<file path="src/microword_pkg.sv">
// shared constants and carrier types for the microword field decoder
package microword_pkg;

    // microword geometry
    localparam int MW_W = 48;
    localparam int LEVEL_N = 128;

    // format numbers carried in microword bits 0..2
    localparam logic [2:0] FMT_TEST8 = 3'h0;
    localparam logic [2:0] FMT_LEVEL = 3'h1;
    localparam logic [2:0] FMT_PULSE = 3'h2;
    localparam logic [2:0] FMT_LIT8 = 3'h3;
    localparam logic [2:0] FMT_BRANCH8 = 3'h4;
    localparam logic [2:0] FMT_LIT16 = 3'h5;
    localparam logic [2:0] FMT_BRANCH16 = 3'h6;
    localparam logic [2:0] FMT_ILLEGAL = 3'h7;

    // external data-bus source codes
    localparam logic [4:0] SRC_CPU_UPPER = 5'h02;
    localparam logic [4:0] SRC_CPU_LOWER = 5'h03;
    localparam logic [4:0] SRC_BURST_UPPER = 5'h04;
    localparam logic [4:0] SRC_BURST_LOWER = 5'h05;
    localparam logic [4:0] SRC_NONBURST_UPPER = 5'h06;
    localparam logic [4:0] SRC_NONBURST_LOWER = 5'h07;
    localparam logic [4:0] SRC_QUEUE_DATA = 5'h08;
    localparam logic [4:0] SRC_QUEUE_SWAP = 5'h09;
    localparam logic [4:0] SRC_QUEUE_COUNT = 5'h0A;
    localparam logic [4:0] SRC_READ_DATA = 5'h0B;
    localparam logic [4:0] SRC_SERIAL_SW = 5'h0C;
    localparam logic [4:0] SRC_RATE_SW = 5'h0D;
    localparam logic [4:0] SRC_POLL_REG = 5'h0E;
    localparam logic [4:0] SRC_PROC_DEST0 = 5'h10;
    localparam logic [4:0] SRC_PROC_DEST1 = 5'h11;
    localparam logic [4:0] SRC_RAM_DATA = 5'h12;
    localparam logic [4:0] SRC_RAM_DIRECT = 5'h13;
    localparam logic [4:0] SRC_RAM_SWAP = 5'h14;
    localparam logic [4:0] SRC_RAM_SWAP_DIRECT = 5'h15;
    localparam logic [4:0] SRC_RAM_COUNT = 5'h16;

    // external data-bus destination codes
    localparam logic [4:0] DST_NB_WR_UPPER = 5'h02;
    localparam logic [4:0] DST_NB_WR_LOWER = 5'h03;
    localparam logic [4:0] DST_BYTE_UPPER = 5'h04;
    localparam logic [4:0] DST_BYTE_LOWER = 5'h05;
    localparam logic [4:0] DST_ADDR_UPPER = 5'h08;
    localparam logic [4:0] DST_ADDR_LOWER = 5'h09;
    localparam logic [4:0] DST_CNT_UPPER = 5'h0A;
    localparam logic [4:0] DST_CNT_LOWER = 5'h0B;
    localparam logic [4:0] DST_RAM_DATA = 5'h0C;
    localparam logic [4:0] DST_RAM_DIRECT = 5'h0D;
    localparam logic [4:0] DST_RAM_COUNT = 5'h0E;
    localparam logic [4:0] DST_HALT_UPPER = 5'h10;
    localparam logic [4:0] DST_HALT_LOWER = 5'h11;
    localparam logic [4:0] DST_QUEUE_DATA = 5'h12;
    localparam logic [4:0] DST_QUEUE_SWAP = 5'h13;
    localparam logic [4:0] DST_QUEUE_COUNT = 5'h14;
    localparam logic [4:0] DST_LOAD_DATA = 5'h15;
    localparam logic [4:0] DST_LOAD_CTRL = 5'h16;

    // alu destination code meaning no_destination
    localparam logic [2:0] ALU_DEST_NONE = 3'h1;
    // test number implied by the one-bit test type
    localparam logic [4:0] TEST_HIGH = 5'h10;

    // software port offsets and reset values
    localparam logic [1:0] CTRL_OFS = 2'h0;
    localparam logic [1:0] STATUS_OFS = 2'h1;
    localparam int CTRL_EN_BIT = 0;
    localparam int STATUS_ILLEGAL_BIT = 3;
    localparam logic CTRL_EN_RST = 1'b1;

    typedef struct packed {
        logic [2:0] operands;
        logic [2:0] func;
        logic carry_in;
        logic out_en;
        logic [2:0] dest;
        logic [3:0] a_addr;
        logic [3:0] b_addr;
    } alu_ctrl_t;

    typedef struct packed {
        logic [1:0] jump_type;
        logic polarity;
        logic test_en;
        logic [2:0] test_group;
        logic [4:0] test_num;
        logic uncond;
        logic [15:0] target;
    } seq_ctrl_t;

    typedef struct packed {
        logic cpu_upper, cpu_lower, burst_upper, burst_lower;
        logic nonburst_upper, nonburst_lower;
        logic queue_data, queue_swap, queue_count, read_data;
        logic serial_sw, rate_sw, poll_reg, proc_dest;
        logic ram_data, ram_direct, ram_swap, ram_swap_direct, ram_count;
    } src_sel_t;

    typedef struct packed {
        logic nb_wr_upper, nb_wr_lower, byte_upper, byte_lower;
        logic addr_upper, addr_lower, cnt_upper, cnt_lower;
        logic ram_data, ram_direct, ram_count, halt_upper, halt_lower;
        logic queue_data, queue_swap, queue_count, load_data, load_ctrl;
    } dst_strobe_t;

    typedef struct packed {
        logic [15:0] grp_a;
        logic [15:0] grp_b;
        logic [15:0] grp_c;
        logic [15:0] grp_d;
    } pulse_order_t;

endpackage : microword_pkg

</file>
<file path="src/onehot_decode.sv">
// one-hot decoder of a binary code with a global enable
`timescale 1ns/1ns
`default_nettype none
module onehot_decode #(
    parameter int IN_W = 4
) (
    input wire logic [IN_W-1:0] code,
    input wire logic en,
    output logic [(2**IN_W)-1:0] hot
);
    // one comparator per output line
    for (genvar i = 0; i < 2**IN_W; i++) begin : g_line
        assign hot[i] = en && (code == IN_W'(i));
    end
endmodule : onehot_decode
`default_nettype wire

</file>
<file path="src/microword_field_decoder.sv">
// decoder of the 48-bit horizontal microword into engine controls
// Notes on behaviour
// [RL1] bits 0..2, bit 0 MSB, give the format number 0..7
// [RL2] bits 3..7 pick the bus source; bits 4..7 also give register A
// [RL3] bits 8..11, bit 8 MSB, give register B directly
// [RL4] source 2..A: data halves, burst, nonburst, queue data/swap/counter
// [RL5] source B..E reads and switches; 10/11 proc dest; 12..16 scratch paths
// [RL6] bit 12 set disables interrupt handling for this instruction
// [RL7] bits 13..15 choose the alu operand pair
// [RL8] bit 16 drives the alu carry-in
// [RL9] bits 17..19, bit 17 MSB, choose the alu operation
// [RL10] bit 20 enables the alu onto the internal data bus
// [RL11] bits 21..23, bit 23 MSB, choose the alu result destination
// [RL12] destination code is bit 28 over bits 24..27
// [RL13] destination codes strobe writes, address, counter, ram, halt, queue
// [RL14] bits 29..30 choose sequencer jump type
// [RL15] bit 31 zero treats the selected condition as true
// [RL16] format 0: test enable, test number, pulse order, hop address
// [RL17] format 0 issues its pulse order only in group A
// [RL18] formats 1..3: test group and test type, giving test 0 or 16
// [RL19] format 1: bits 37..43 pick one of 128 level orders, bit 36 level
// [RL20] only format 1 ever changes a level order
// [RL21] format 2: bits 36..39 enable groups A..D sharing one 1-of-16 code
// [RL22] format 3: 8-bit literal zero-extended, not a ram address
// [RL23] formats 0..3: four-bit absolute hop address
// [RL24] format 4: test group, test number, absolute 8-bit branch
// [RL25] format 5: 16-bit literal, usable as scratch ram address
// [RL26] format 6: unconditional branch to absolute 16-bit address
// [RL27] format 7 and unused destinations make no strobe, order or load
//
// Decided for this implementation: the placing of the registers and the strobed register port.
`timescale 1ns/1ns
`default_nettype none
module microword_field_decoder (
    input wire logic ref_clk,
    input wire logic arst_n,
    input wire logic mw_valid,
    input wire logic [0:47] microword,
    input wire logic [1:0] reg_addr,
    input wire logic [31:0] reg_wdata,
    input wire logic reg_wr,
    input wire logic reg_rd,
    output logic [31:0] reg_rdata,
    output microword_pkg::alu_ctrl_t alu_ctrl,
    output microword_pkg::seq_ctrl_t seq,
    output microword_pkg::src_sel_t src_sel,
    output microword_pkg::dst_strobe_t dst_strobe,
    output microword_pkg::pulse_order_t pulse,
    output logic [15:0] literal,
    output logic literal_valid,
    output logic literal_ram_ok,
    output logic int_disable,
    output logic [127:0] level_orders
);

    ////////////////////////////////////////////////////////////////////
    // field extraction
    logic [2:0] fmt;
    logic [4:0] src_code;
    logic [4:0] dst_code;
    logic [2:0] alu_dest_raw;
    logic decode_en_reg;
    logic decode_ok;
    logic fmt_is_test3;

    assign fmt = microword[0:2]; // [RL1]
    assign src_code = microword[3:7]; // [RL2]
    assign dst_code = {microword[28], microword[24:27]}; // [RL12]
    // this field is printed with its MSB at the high bit number
    assign alu_dest_raw = {microword[23], microword[22], microword[21]};
    // format 7 and a disabled decoder act as a no-operation
    assign decode_ok = mw_valid && decode_en_reg
        && (fmt != microword_pkg::FMT_ILLEGAL); // [RL27]
    assign fmt_is_test3 = (fmt == microword_pkg::FMT_LEVEL)
        || (fmt == microword_pkg::FMT_PULSE)
        || (fmt == microword_pkg::FMT_LIT8);

    ////////////////////////////////////////////////////////////////////
    // one-hot decodes, shared decoder module
    logic [31:0] src_hot;
    logic [31:0] dst_hot;
    logic [15:0] pulse_hot;
    logic [127:0] level_hot;
    logic fmt0_ok;
    logic fmt2_ok;
    logic fmt1_ok;

    assign fmt0_ok = decode_ok && (fmt == microword_pkg::FMT_TEST8);
    assign fmt1_ok = decode_ok && (fmt == microword_pkg::FMT_LEVEL);
    assign fmt2_ok = decode_ok && (fmt == microword_pkg::FMT_PULSE);

    onehot_decode #(.IN_W(5)) u_src_dec (
        .code(src_code),
        .en(decode_ok),
        .hot(src_hot)
    );
    onehot_decode #(.IN_W(5)) u_dst_dec (
        .code(dst_code),
        .en(decode_ok),
        .hot(dst_hot)
    );
    onehot_decode #(.IN_W(4)) u_pulse_dec (
        .code(microword[40:43]),
        .en(fmt0_ok || fmt2_ok),
        .hot(pulse_hot)
    );
    // level order index, bit 37 MSB, only live in format 1
    onehot_decode #(.IN_W(7)) u_level_dec (
        .code(microword[37:43]),
        .en(fmt1_ok), // [RL20]
        .hot(level_hot) // [RL19]
    );

    ////////////////////////////////////////////////////////////////////
    // bus source selects
    microword_pkg::src_sel_t src_next;
    assign src_next.cpu_upper = src_hot[microword_pkg::SRC_CPU_UPPER]; // [RL4]
    assign src_next.cpu_lower = src_hot[microword_pkg::SRC_CPU_LOWER];
    assign src_next.burst_upper = src_hot[microword_pkg::SRC_BURST_UPPER];
    assign src_next.burst_lower = src_hot[microword_pkg::SRC_BURST_LOWER];
    assign src_next.nonburst_upper = src_hot[microword_pkg::SRC_NONBURST_UPPER];
    assign src_next.nonburst_lower = src_hot[microword_pkg::SRC_NONBURST_LOWER];
    assign src_next.queue_data = src_hot[microword_pkg::SRC_QUEUE_DATA];
    assign src_next.queue_swap = src_hot[microword_pkg::SRC_QUEUE_SWAP];
    assign src_next.queue_count = src_hot[microword_pkg::SRC_QUEUE_COUNT];
    assign src_next.read_data = src_hot[microword_pkg::SRC_READ_DATA]; // [RL5]
    assign src_next.serial_sw = src_hot[microword_pkg::SRC_SERIAL_SW];
    assign src_next.rate_sw = src_hot[microword_pkg::SRC_RATE_SW];
    assign src_next.poll_reg = src_hot[microword_pkg::SRC_POLL_REG];
    // both codes reach the same processor destination register
    assign src_next.proc_dest = src_hot[microword_pkg::SRC_PROC_DEST0]
        || src_hot[microword_pkg::SRC_PROC_DEST1];
    assign src_next.ram_data = src_hot[microword_pkg::SRC_RAM_DATA];
    assign src_next.ram_direct = src_hot[microword_pkg::SRC_RAM_DIRECT];
    assign src_next.ram_swap = src_hot[microword_pkg::SRC_RAM_SWAP];
    assign src_next.ram_swap_direct = src_hot[microword_pkg::SRC_RAM_SWAP_DIRECT];
    assign src_next.ram_count = src_hot[microword_pkg::SRC_RAM_COUNT];

    ////////////////////////////////////////////////////////////////////
    // bus destination strobes; unused codes simply have no line
    microword_pkg::dst_strobe_t dst_next;
    assign dst_next.nb_wr_upper = dst_hot[microword_pkg::DST_NB_WR_UPPER]; // [RL13]
    assign dst_next.nb_wr_lower = dst_hot[microword_pkg::DST_NB_WR_LOWER];
    assign dst_next.byte_upper = dst_hot[microword_pkg::DST_BYTE_UPPER];
    assign dst_next.byte_lower = dst_hot[microword_pkg::DST_BYTE_LOWER];
    assign dst_next.addr_upper = dst_hot[microword_pkg::DST_ADDR_UPPER];
    assign dst_next.addr_lower = dst_hot[microword_pkg::DST_ADDR_LOWER];
    assign dst_next.cnt_upper = dst_hot[microword_pkg::DST_CNT_UPPER];
    assign dst_next.cnt_lower = dst_hot[microword_pkg::DST_CNT_LOWER];
    assign dst_next.ram_data = dst_hot[microword_pkg::DST_RAM_DATA];
    assign dst_next.ram_direct = dst_hot[microword_pkg::DST_RAM_DIRECT];
    assign dst_next.ram_count = dst_hot[microword_pkg::DST_RAM_COUNT];
    assign dst_next.halt_upper = dst_hot[microword_pkg::DST_HALT_UPPER];
    assign dst_next.halt_lower = dst_hot[microword_pkg::DST_HALT_LOWER];
    assign dst_next.queue_data = dst_hot[microword_pkg::DST_QUEUE_DATA];
    assign dst_next.queue_swap = dst_hot[microword_pkg::DST_QUEUE_SWAP];
    assign dst_next.queue_count = dst_hot[microword_pkg::DST_QUEUE_COUNT];
    assign dst_next.load_data = dst_hot[microword_pkg::DST_LOAD_DATA];
    assign dst_next.load_ctrl = dst_hot[microword_pkg::DST_LOAD_CTRL];

    ////////////////////////////////////////////////////////////////////
    // alu controls; a dead instruction must not load any register
    microword_pkg::alu_ctrl_t alu_next;
    assign alu_next.a_addr = microword[4:7]; // [RL2]
    assign alu_next.b_addr = microword[8:11]; // [RL3]
    assign alu_next.operands = microword[13:15]; // [RL7]
    assign alu_next.carry_in = decode_ok && microword[16]; // [RL8]
    assign alu_next.func = microword[17:19]; // [RL9]
    assign alu_next.out_en = decode_ok && microword[20]; // [RL10]
    assign alu_next.dest = decode_ok ? alu_dest_raw
        : microword_pkg::ALU_DEST_NONE; // [RL11] [RL27]

    ////////////////////////////////////////////////////////////////////
    // sequencer controls, target always absolute
    microword_pkg::seq_ctrl_t seq_next;
    logic fmt_has_test5;
    assign fmt_has_test5 = (fmt == microword_pkg::FMT_TEST8)
        || (fmt == microword_pkg::FMT_BRANCH8);
    assign seq_next.jump_type = microword[29:30]; // [RL14]
    assign seq_next.polarity = microword[31]; // [RL15]
    assign seq_next.test_en = decode_ok && (fmt_has_test5 || fmt_is_test3); // [RL16]
    assign seq_next.test_group = microword[32:34];
    // short test field only names test 0 or test 16
    assign seq_next.test_num = fmt_has_test5 ? microword[35:39]
        : (microword[35] ? microword_pkg::TEST_HIGH : 5'h00); // [RL18] [RL24]
    assign seq_next.uncond = decode_ok && (fmt == microword_pkg::FMT_BRANCH16); // [RL26]
    assign seq_next.target = (fmt == microword_pkg::FMT_BRANCH16)
        ? microword[32:47]
        : (fmt == microword_pkg::FMT_BRANCH8) ? {8'h00, microword[40:47]}
        : {12'h000, microword[44:47]}; // [RL23]

    ////////////////////////////////////////////////////////////////////
    // literals and orders
    logic [15:0] literal_next;
    logic literal_valid_next;
    logic literal_ram_ok_next;
    microword_pkg::pulse_order_t pulse_next;
    logic [127:0] level_next;

    assign literal_next = (fmt == microword_pkg::FMT_LIT16) ? microword[32:47]
        : (fmt == microword_pkg::FMT_LIT8) ? {8'h00, microword[36:43]}
        : 16'h0000; // [RL22] [RL25]
    assign literal_valid_next = decode_ok && ((fmt == microword_pkg::FMT_LIT16)
        || (fmt == microword_pkg::FMT_LIT8));
    // the short literal is too narrow to serve as a ram address
    assign literal_ram_ok_next = decode_ok && (fmt == microword_pkg::FMT_LIT16); // [RL25]
    assign pulse_next.grp_a = (fmt0_ok || (fmt2_ok && microword[36]))
        ? pulse_hot : 16'h0000; // [RL17] [RL21]
    assign pulse_next.grp_b = (fmt2_ok && microword[37]) ? pulse_hot : 16'h0000;
    assign pulse_next.grp_c = (fmt2_ok && microword[38]) ? pulse_hot : 16'h0000;
    assign pulse_next.grp_d = (fmt2_ok && microword[39]) ? pulse_hot : 16'h0000;
    // level orders hold their value until a format 1 word touches them
    assign level_next = microword[36] ? (level_orders | level_hot)
        : (level_orders & ~level_hot); // [RL19] [RL20]

    ////////////////////////////////////////////////////////////////////
    // software port: control and status
    logic wr_ctrl;
    logic wr_status;
    logic illegal_reg;
    logic illegal_next;
    logic [2:0] last_fmt_reg;
    logic [31:0] rdata_next;

    assign wr_ctrl = reg_wr && (reg_addr == microword_pkg::CTRL_OFS);
    assign wr_status = reg_wr && (reg_addr == microword_pkg::STATUS_OFS);
    // a new illegal word beats a clear in the same cycle
    assign illegal_next = (mw_valid && (fmt == microword_pkg::FMT_ILLEGAL))
        || (illegal_reg && !(wr_status
        && reg_wdata[microword_pkg::STATUS_ILLEGAL_BIT]));
    assign rdata_next = !reg_rd ? 32'h0000_0000
        : (reg_addr == microword_pkg::CTRL_OFS) ? {31'h0, decode_en_reg}
        : (reg_addr == microword_pkg::STATUS_OFS)
            ? {28'h0, illegal_reg, last_fmt_reg}
        : 32'h0000_0000;

    // control and status flops
    always_ff @(posedge ref_clk or negedge arst_n) begin
        if (!arst_n) begin
            decode_en_reg <= microword_pkg::CTRL_EN_RST;
            illegal_reg <= 1'b0;
            last_fmt_reg <= 3'h0;
            reg_rdata <= 32'h0000_0000;
        end else begin
            if (wr_ctrl) begin
                decode_en_reg <= reg_wdata[microword_pkg::CTRL_EN_BIT];
            end
            if (mw_valid) begin
                last_fmt_reg <= fmt;
            end
            illegal_reg <= illegal_next;
            reg_rdata <= rdata_next;
        end
    end

    ////////////////////////////////////////////////////////////////////
    // registered decode outputs, one cycle after the word
    always_ff @(posedge ref_clk or negedge arst_n) begin
        if (!arst_n) begin
            alu_ctrl <= '{dest: microword_pkg::ALU_DEST_NONE, default: '0};
            seq <= '0;
            src_sel <= '0;
            dst_strobe <= '0;
            pulse <= '0;
            literal <= 16'h0000;
            literal_valid <= 1'b0;
            literal_ram_ok <= 1'b0;
            int_disable <= 1'b0;
            level_orders <= 128'h0;
        end else begin
            alu_ctrl <= alu_next;
            seq <= seq_next;
            src_sel <= src_next;
            dst_strobe <= dst_next;
            pulse <= pulse_next;
            literal <= literal_next;
            literal_valid <= literal_valid_next;
            literal_ram_ok <= literal_ram_ok_next;
            int_disable <= decode_ok && microword[12]; // [RL6]
            level_orders <= level_next;
        end
    end
endmodule : microword_field_decoder
`default_nettype wire

</file>
<file path="config.mk">
export PLATFORM = sky130hd
export DESIGN_NAME = microword_field_decoder
export DESIGN_NICKNAME = d
export VERILOG_FILES = /design/src/microword_pkg.sv /design/src/onehot_decode.sv /design/src/microword_field_decoder.sv
export SDC_FILE = /design/constraint.sdc
export NUM_CORES = 1
export LEC_CHECK = 0
export BUFFER_PORTS_ARGS = -buffer_cell sky130_fd_sc_hd__buf_2
export CORE_UTILIZATION = 45
export DETAILED_ROUTE_END_ITERATION = 16
export PLACE_DENSITY_LB_ADDON = 0.3
export SLEW_MARGIN = 10
export SYNTH_ARGS = -nofsm -noshare
export SYNTH_HDL_FRONTEND = slang
export SYNTH_SLANG_ARGS = --single-unit
</file>
<file path="constraint.sdc">
create_clock -name ref_clk -period 1.9 [get_ports ref_clk]
set_clock_uncertainty 0.05 [all_clocks]
set_input_delay 0.285 -clock ref_clk [delete_from_list [all_inputs] [get_ports ref_clk]]
set_output_delay 0.285 -clock ref_clk [all_outputs]
set_load 0.02 [all_outputs]
</file>
# Yosys cells after proc, flatten, opt, wreduce, memory -nomap -nowiden
# Index checks and enable logic that the tools add are counted.
[word_totals]
register_bits = 305
[classes]
eq_ne = 189
muxes = 15
reduce_logical = 217
bitwise = 3
[op_table]
columns = ["operator", "count"]
rows = [
  ["$eq 7x7->1 const B", 64],
  ["$eq 7x6->1 const B", 32],
  ["$logic_and 1x1->1", 203],
  ["$and 128x128->128", 1],
  ["$mux 128", 1],
  ["$not 128->128", 1],
  ["$or 128x128->128", 1],
  ["$eq 7x5->1 const B", 16],
  ["$mux 16", 6],
  ["$eq 5x4->1 const B", 14],
  ["$eq 5x5->1 const B", 14],
  ["$eq 7x4->1 const B", 8],
  ["$eq 4x4->1 const B", 8],
  ["$eq 5x3->1 const B", 6],
  ["$eq 7x3->1 const B", 4],
  ["$eq 5x2->1 const B", 4],
  ["$eq 4x3->1 const B", 4],
  ["$mux 8", 2],
  ["$eq 7x2->1 const B", 2],
  ["$eq 3x3->1 const B", 4],
  ["$mux 4", 3],
  ["$mux 5", 2],
  ["$logic_or 1x1->1", 9],
  ["$eq 4x2->1 const B", 2],
  ["12 further kinds", 13],
]

# Logic depth before layout (Yosys ltp)
# Gate-level depths: netlist of run 1.
[logic_depth]
depth_word = 7
ltp_mapped = 6

# Cells and area by module
# A second synthesis of run 1 with hierarchy kept.
[unflattened]
cells_unflattened = 1017
area_unflattened_um2 = 12390.6
[modules_own_cells]
columns = ["mod", "cells_per_inst", "n_inst", "area_each_um2"]
rows = [
  ["microword_field_decoder", 702, 1, 10711.5],
  ["onehot_decode at u_level_dec", 198, 1, 1093.5],
  ["onehot_decode at u_dst_dec ...", 47, 2, 234.0],
  ["onehot_decode at u_pulse_dec", 23, 1, 117.6],
]

# Least setup slack after synthesis of run 1
# OpenSTA, ideal clock, no wires.
[synth_timing]
path_kind = "register -> register"
from = "reg decode_en_reg"
to = "reg (tool-made name)"
setup_ns = 0.125
n_path_buf = 3
required_ns = 1.725
slack_ns = -0.118
path_stages_with_launch = 7
arrival_time_ns = 1.843
synth_period_minus_slack_ns = 2.018
path_cell_list = "dfstp_2 -> buf_4 -> or3b_1 -> buf_4 -> buf_6 -> nor4_2 -> mux2_2"
[synth_lines]
columns = ["element", "line_no", "text"]
rows = [
  ["start, declared", "microword_field_decoder.sv:62", "logic decode_en_reg;"],
  ["start signal, assigned", "microword_field_decoder.sv:240", "decode_en_reg <= microword_pkg::CTRL_EN_RST;"],
  ["start signal, assigned", "microword_field_decoder.sv:246", "decode_en_reg <= reg_wdata[microword_pkg::CTRL_EN_BIT];"],
]

==> out/metrics.yaml, run 1 <==
initial_core_util_pct: 45.63
port_buffers: 356
rsz0062_at_grt: "yes"
syn-cell-area_mm2: 0.01226
clockRootBuffer: "clkbuf_16"
mostFrequentLayoutCells: "354 x buf_2, 303 x dfrtp_1, 95 x mux2_2, 89 x nor2_1, 69 x buf_4"
n_fill_cell: 2096
register_area_mm2: 0.007635
grt_start_max_net_pins: 80
p_comb_share_pct: 9.3
clock_path_buffers: 3
p_sw_uw: 3486
hold_ws_ns: 0.03107
dp.cells: 1622
power_per_cell_area_mw_per_mm2: 864.8
antenna_found_initial: 1
min_path_type: "input port to register"
first_pass_iters: 5
grt_usage_pct: 25.08
setup_viol: 0
cp-start-kind: "register"
grt_pass1_wl_um: 53950
p_seq_share_pct: 45.6
clock_sinks: 305
fin_cells: 1729
multiInputGateArea_mm2: 0.004543
wl_um: 35650
die_area_mm2: 0.02792
synth_seq_area_share_pct: 62.26
drt-initial-drc-count: 508
path_class: "register to register"
async_flop_share_pct: 100.0
period_minus_slack_ns: 1.898
drtAntennaViolNets: 0
synth_ff_type: "dfrtp_1"
cts_inserted_buffers: 31
synth-edff-count: 0
fmax_ghz: 0.5270
cts_tree: "yes"
io-pin-count: 415
switching_share_pct: 23.91
outcome: "finished clean"
route.vias.total: 9240
fin_setup_tns_ns: 0
mostFrequentLayoutCell: "buf_2"
grt_pass1_vias: 9272
arrival_ns: 2.28
routabilityCongestion: 0.8344
die_y_um: 167.1
nets: 1449
p_int_uw: 11090
pwr-share-clk_pct: 45.2
place_worst_setup_slack_ns: -0.09073
slowest_stage: "dfstp_2"
ctsHtreeMaxLevel: 1
worstPathMaxFanout: 16
vias_per_cell: 5.344
drive_gt1_share_pct: 50.58
drc: 0
hold_viol: 0
dpl.hpwl_um: 23440
dieWidth_um: 167.1
drv_slew: 0
clk_pin_slew_ns: 0.07
vdd_drop_max_mv: 0.5604
post-route-period-util_pct: 99.88
insertion_delay_ns: 0.55
synth-seq-cells: 305
rows: 60
endpoint_kind: "register"
core_mm2: 0.02688
syn_area_per_cell_um2: 13.09
crit_chain: "or3b_4 -> buf_16 -> nor4_2 -> mux2_2"
critPathMaxStageDelay_ns: 0.54
grt_remaining_overflow: 0
required_ns: 2.28
wl_per_cell_um: 20.62
drv_cap: 0
synth_cells: 937
yosysUniqueCellTypes: 49
leakagePower_uw: 0.008893
setup_ws_ns: 0.002321
yosys_warnings: 0
area_growth_syn_to_layout_pct: 37.47
[path summary, 6_finish.rpt]
check	cells past startpoint	startpoint	endpoint	slack, ns
worst max-delay path	4	decode_en_reg	register	0.002
min in group asynchronous	2	arst_n	pulse[25]	0.17
worst min register to register	1	last_fmt_reg[1]	reg_rdata[1]	0.44
worst min-delay path	4	reg_wr	illegal_reg	0.03
max in group asynchronous	3	arst_n	literal[2]	0.96
worst max register to register	4	decode_en_reg	register	0.002
[final cells by class]
| type | instances | area share [%] |
|---|---|---|
| sequential | 305 | 45.29 |
| clock buffer | 38 | 5.114 |
| antenna | 2 | 0.02969 |
| timing repair buffer | 485 | 18.51 |
| tap | 341 | 2.531 |
| multi-input combinational | 537 | 26.95 |
| inverter | 2 | 0.04453 |
| clock inverter | 19 | 1.529 |
[cell families (layout without fill, tap and decap cells)]
| logic type | after synthesis | in the layout | synth area share, % |
|---|---|---|---|
| compound gates | 13 | 13 | 0.7448 |
| buf+inv | 122 | 544 | 5.428 |
| flops | 305 | 305 | 62.26 |
| mux | 132 | 132 | 12.11 |
| other cells | 1 | 30 | 0.03058 |
| simple gates | 364 | 364 | 19.43 |
[worst max-delay path: cells and delay by family (launching register included)]
kind                   cells  cell delay, ns
multiplexers               1            0.36
flip-flops                 1            0.54
AND/OR/NAND/NOR            2            0.61
buffers and inverters      1            0.21
[power groups by stage]
stage / clock (uW) / sequential (uW) / combinational (uW)
floorplan: 0 / 6890 / 541
global placement: 0 / 6760 / 1190
detailed placement: 0 / 6760 / 1200
CTS: 6700 / 6640 / 1280
global route: 6950 / 6650 / 1450
finish: 6590 / 6640 / 1350
[metrics by stage]
step	power, uW	instance area (um2)	util [%]
global route	15050	16850	62.70
floorplan	7431	12570	-
finish	14580	16860	62.72
global placement	7947	14910	55.47
CTS	14630	16480	61.33
detailed placement	7962	14910	55.47
[synth_stat cells, types with 8 or more instances]
cell	number	area, um2
nand2_1	9	33.78
nor4_2	18	225.2
a22oi_1	8	60.06
nand4_1	35	219.0
and3_1	14	87.58
nor2b_1	11	68.82
and2_1	20	125.1
nand3_1	38	190.2
mux2_1	12	135.1
mux2_2	119	1340
buf_2	25	125.1
dfrtp_1	303	7582
clkbuf_1	52	195.2
nor3_1	39	195.2
nor2_1	89	334.1
nor4_1	22	137.6
buf_4	35	262.8
[routing by layer]
| layer | up-vias | global-route usage [%] | routed length (um) |
|---|---|---|---|
| li1 | 4086 | - | - |
| met1 | 4676 | 31.81 | 14460 |
| met2 | 393 | 41.42 | 17470 |
| met3 | 85 | 6.202 | 2521 |
| met4 | 0 | 9.622 | 1199 |
| met5 | - | 0 | 0 |
[what timing repair did]
| action | 4_1_cts | 5_1_grt |
|---|---|---|
| setup endpoints to repair | 45 | 47 |
| endpoints found under the hold margin | 359 | 0 |
| hold buffers | 41 | 0 |
| cloned | 1 | 4 |
| setup buffers | 0 | 2 |
| resized for setup | 5 | 48 |
| pin swaps | 1 | 3 |
Power figures use the tool's default switching activity.
==> inputs of run 2 (changes only) <==
--- a/config.mk
+++ b/config.mk
@@ -6,9 +6,10 @@
 export NUM_CORES = 1
 export LEC_CHECK = 0
 export BUFFER_PORTS_ARGS = -buffer_cell sky130_fd_sc_hd__buf_2
+export CORE_MARGIN = 2
 export CORE_UTILIZATION = 45
 export DETAILED_ROUTE_END_ITERATION = 16
-export PLACE_DENSITY_LB_ADDON = 0.3
+export PLACE_DENSITY = 0.78
 export SLEW_MARGIN = 10
 export SYNTH_ARGS = -nofsm -noshare
 export SYNTH_HDL_FRONTEND = slang
==> out/metrics.yaml, run 2 (synthesis gave the netlist of run 1 again) <==
rows: 60  # unchanged
routabilityCongestion: 0.8584  # was 0.8344
critPathMaxStageDelay_ns: 0.55  # was 0.54 ns
slowest_stage: "dfstp_2"  # unchanged
critical_path_buf_inv_count: 1  # unchanged
mostFrequentLayoutCells: "354 x buf_2, 303 x dfrtp_1, 101 x mux2_2, 89 x nor2_1, 75 x buf_4"  # was 354 x buf_2, 303 x dfrtp_1, 95 x mux2_2, 89 x nor2_1, 69 x buf_4
grt_pass1_wl_um: 55320  # was 53950 um
crit_start: "decode_en_reg"  # unchanged
power_per_cell_area_mw_per_mm2: 858.0  # was 864.8 mW/mm2
area_growth_syn_to_layout_pct: 36.53  # was 37.47%
drv_slew: 0  # unchanged
vias_per_cell: 5.424  # was 5.344
initial_core_util_pct: 45.63  # unchanged
port_buffers: 356  # unchanged
wl_um: 37030  # was 35650 um
nets: 1447  # was 1449
drv_cap: 0  # unchanged
outcome: "complete, but fails checks"  # was finished clean
cts_inserted_buffers: 30  # was 31
die_area_mm2: 0.02859  # was 0.02792 mm2
setup_viol: 19  # was 0
wl_per_cell_um: 21.43  # was 20.62 um
dieWidth_um: 169.1  # was 167.1 um
min_path_type: "input port to register"  # unchanged
place_worst_setup_slack_ns: -0.09312  # was -0.09073 ns
tightest_slew_ns: 0.5040
finalPower_uw: 14370  # was 14580 uW
setup_ws_ns: -0.1032  # was 0.002321 ns
period_minus_slack_ns: 2.003  # was 1.898 ns
die_y_um: 169.1  # was 167.1 um
io-pin-count: 415  # unchanged
violations: "negative setup slack"
r2r_slack_ns: -0.10  # was 0.002 ns
first_pass_iters: 6  # was 5
endpoint_kind: "register"  # unchanged
path_class: "register to register"  # unchanged
worstPathMaxFanout: 16  # unchanged
leakagePower_uw: 0.008780  # was 0.008893 uW
vdd_drop_max_mv: 0.7284  # was 0.5604 mV
clockRootBuffer: "clkbuf_16"  # unchanged
arrival_ns: 2.38  # was 2.28 ns
post-route-period-util_pct: 105.4  # was 99.88%
critPathTopFamily: "simple AND/OR/NAND/NOR gates"  # unchanged
cts_tree: "yes"  # unchanged
antenna_found_initial: 4  # was 1
core_mm2: 0.02688  # unchanged
required_ns: 2.28  # about the same
slew_headroom_pct: 66.40
grt_start_max_net_pins: 66  # was 80
reg2regPathDepth: 4  # unchanged
path_depth: 4  # unchanged
clock_sinks: 305  # unchanged
cp-start-kind: "register"  # unchanged
drtAntennaViolNets: 0  # unchanged
mostFrequentLayoutCell: "buf_2"  # unchanged
grt_remaining_overflow: 0  # unchanged
fin_cells: 1728  # was 1729
fin_setup_tns_ns: -0.6613  # was 0 ns
hold_depth: 3  # was 4
hold_viol: 0  # unchanged
dpl.hpwl_um: 24300  # was 23440 um
crit_chain: "or4b_4 -> buf_12 -> nor3_2 -> mux2_4"  # was or3b_4 -> buf_16 -> nor4_2 -> mux2_2
insertion_delay_ns: 0.55  # about the same
ctsHtreeMaxLevel: 1  # unchanged
clock_path_buffers: 3  # unchanged
grt_pass1_vias: 9319  # was 9272
post-cts-setup-buffers: 0  # unchanged
clk_pin_slew_ns: 0.07  # about the same
rr_startpoint: "decode_en_reg"  # unchanged
fmax_ghz: 0.4992  # was 0.5270 GHz
dp.cells: 1629  # was 1622
grt_usage_pct: 24.95  # was 25.08%
drc: 0  # unchanged
route.vias.total: 9372  # was 9240
n_fill_cell: 2009  # was 2096
rsz0062_at_grt: "yes"  # unchanged
final_util_pct: 62.30  # was 62.72%
drive_gt1_share_pct: 51.08  # was 50.58%
drt-initial-drc-count: 658  # was 508
-- run 2: timing repair --
item | in CTS | in global routing
endpoints found under the hold margin | 97 | 0
gates cloned | 1 | 1
hold buffers | 38 | 0
pin swaps | 0 | 2
gates resized for setup | 8 | 34
endpoints found under the setup margin | 45 | 59
-- run 2: layout make-up --
| class | count | area [um2] | share of cell area, % |
|---|---|---|---|
| Antenna cell | 3 | 7.507 | 0.04484 |
| Clock buffer | 40 | 889.6 | 5.314 |
| Clock inverter | 16 | 198.9 | 1.188 |
| Inverter | 2 | 7.507 | 0.04484 |
| Multi-Input combinational cell | 537 | 4514 | 26.96 |
| Sequential cell | 305 | 7635 | 45.60 |
| Tap cell | 341 | 426.7 | 2.548 |
| Timing Repair Buffer | 484 | 3063 | 18.29 |
-- run 2: layer usage --
layer	vias to the layer above	share of wire, %	GRT usage, %
li1	4084	-	-
met1	4711	39	32.11
met2	471	50	42.14
met3	104	7.8	5.424
met4	2	3.5	8.361
met5	-	0.043	0
-- run 2: power by group --
part / leakage (uW) / total (uW) / switching, uW / internal, uW
Clock: 0.000522 / 6380 / 2550 / 3830
Sequential: 0.00417 / 6650 / 41.0 / 6610
Combinational: 0.00409 / 1330 / 895 / 439
Total: 0.00878 / 14400 / 3490 / 10900
-- run 2: worst min-delay path by stage --
stage                              end    startpoint
after floorplan              async pin        arst_n
after global placement      src_sel[3]        arst_n
after detailed placement  alu_ctrl[11]        arst_n
after CTS                   src_sel[2]  microword[3]
after global routing        src_sel[5]  microword[3]
final                       src_sel[5]  microword[3]
-- run 2: worst reg2reg max path: stages, from the launching register on --
cell	delay, ns
dfstp_2	0.55
or4b_4	0.50
buf_12	0.19
nor3_2	0.27
mux2_4	0.33
-- run 2: per-stage QoR --
step,area [um2],hold slack [ns]
6_report,16740,0.02002
5_1_grt,16740,0.02508
4_1_cts,16490,0.0006037
3_5_place_dp,14960,0.2198
3_3_place_gp,14960,0.2107
2_1_floorplan,12570,-0.06059
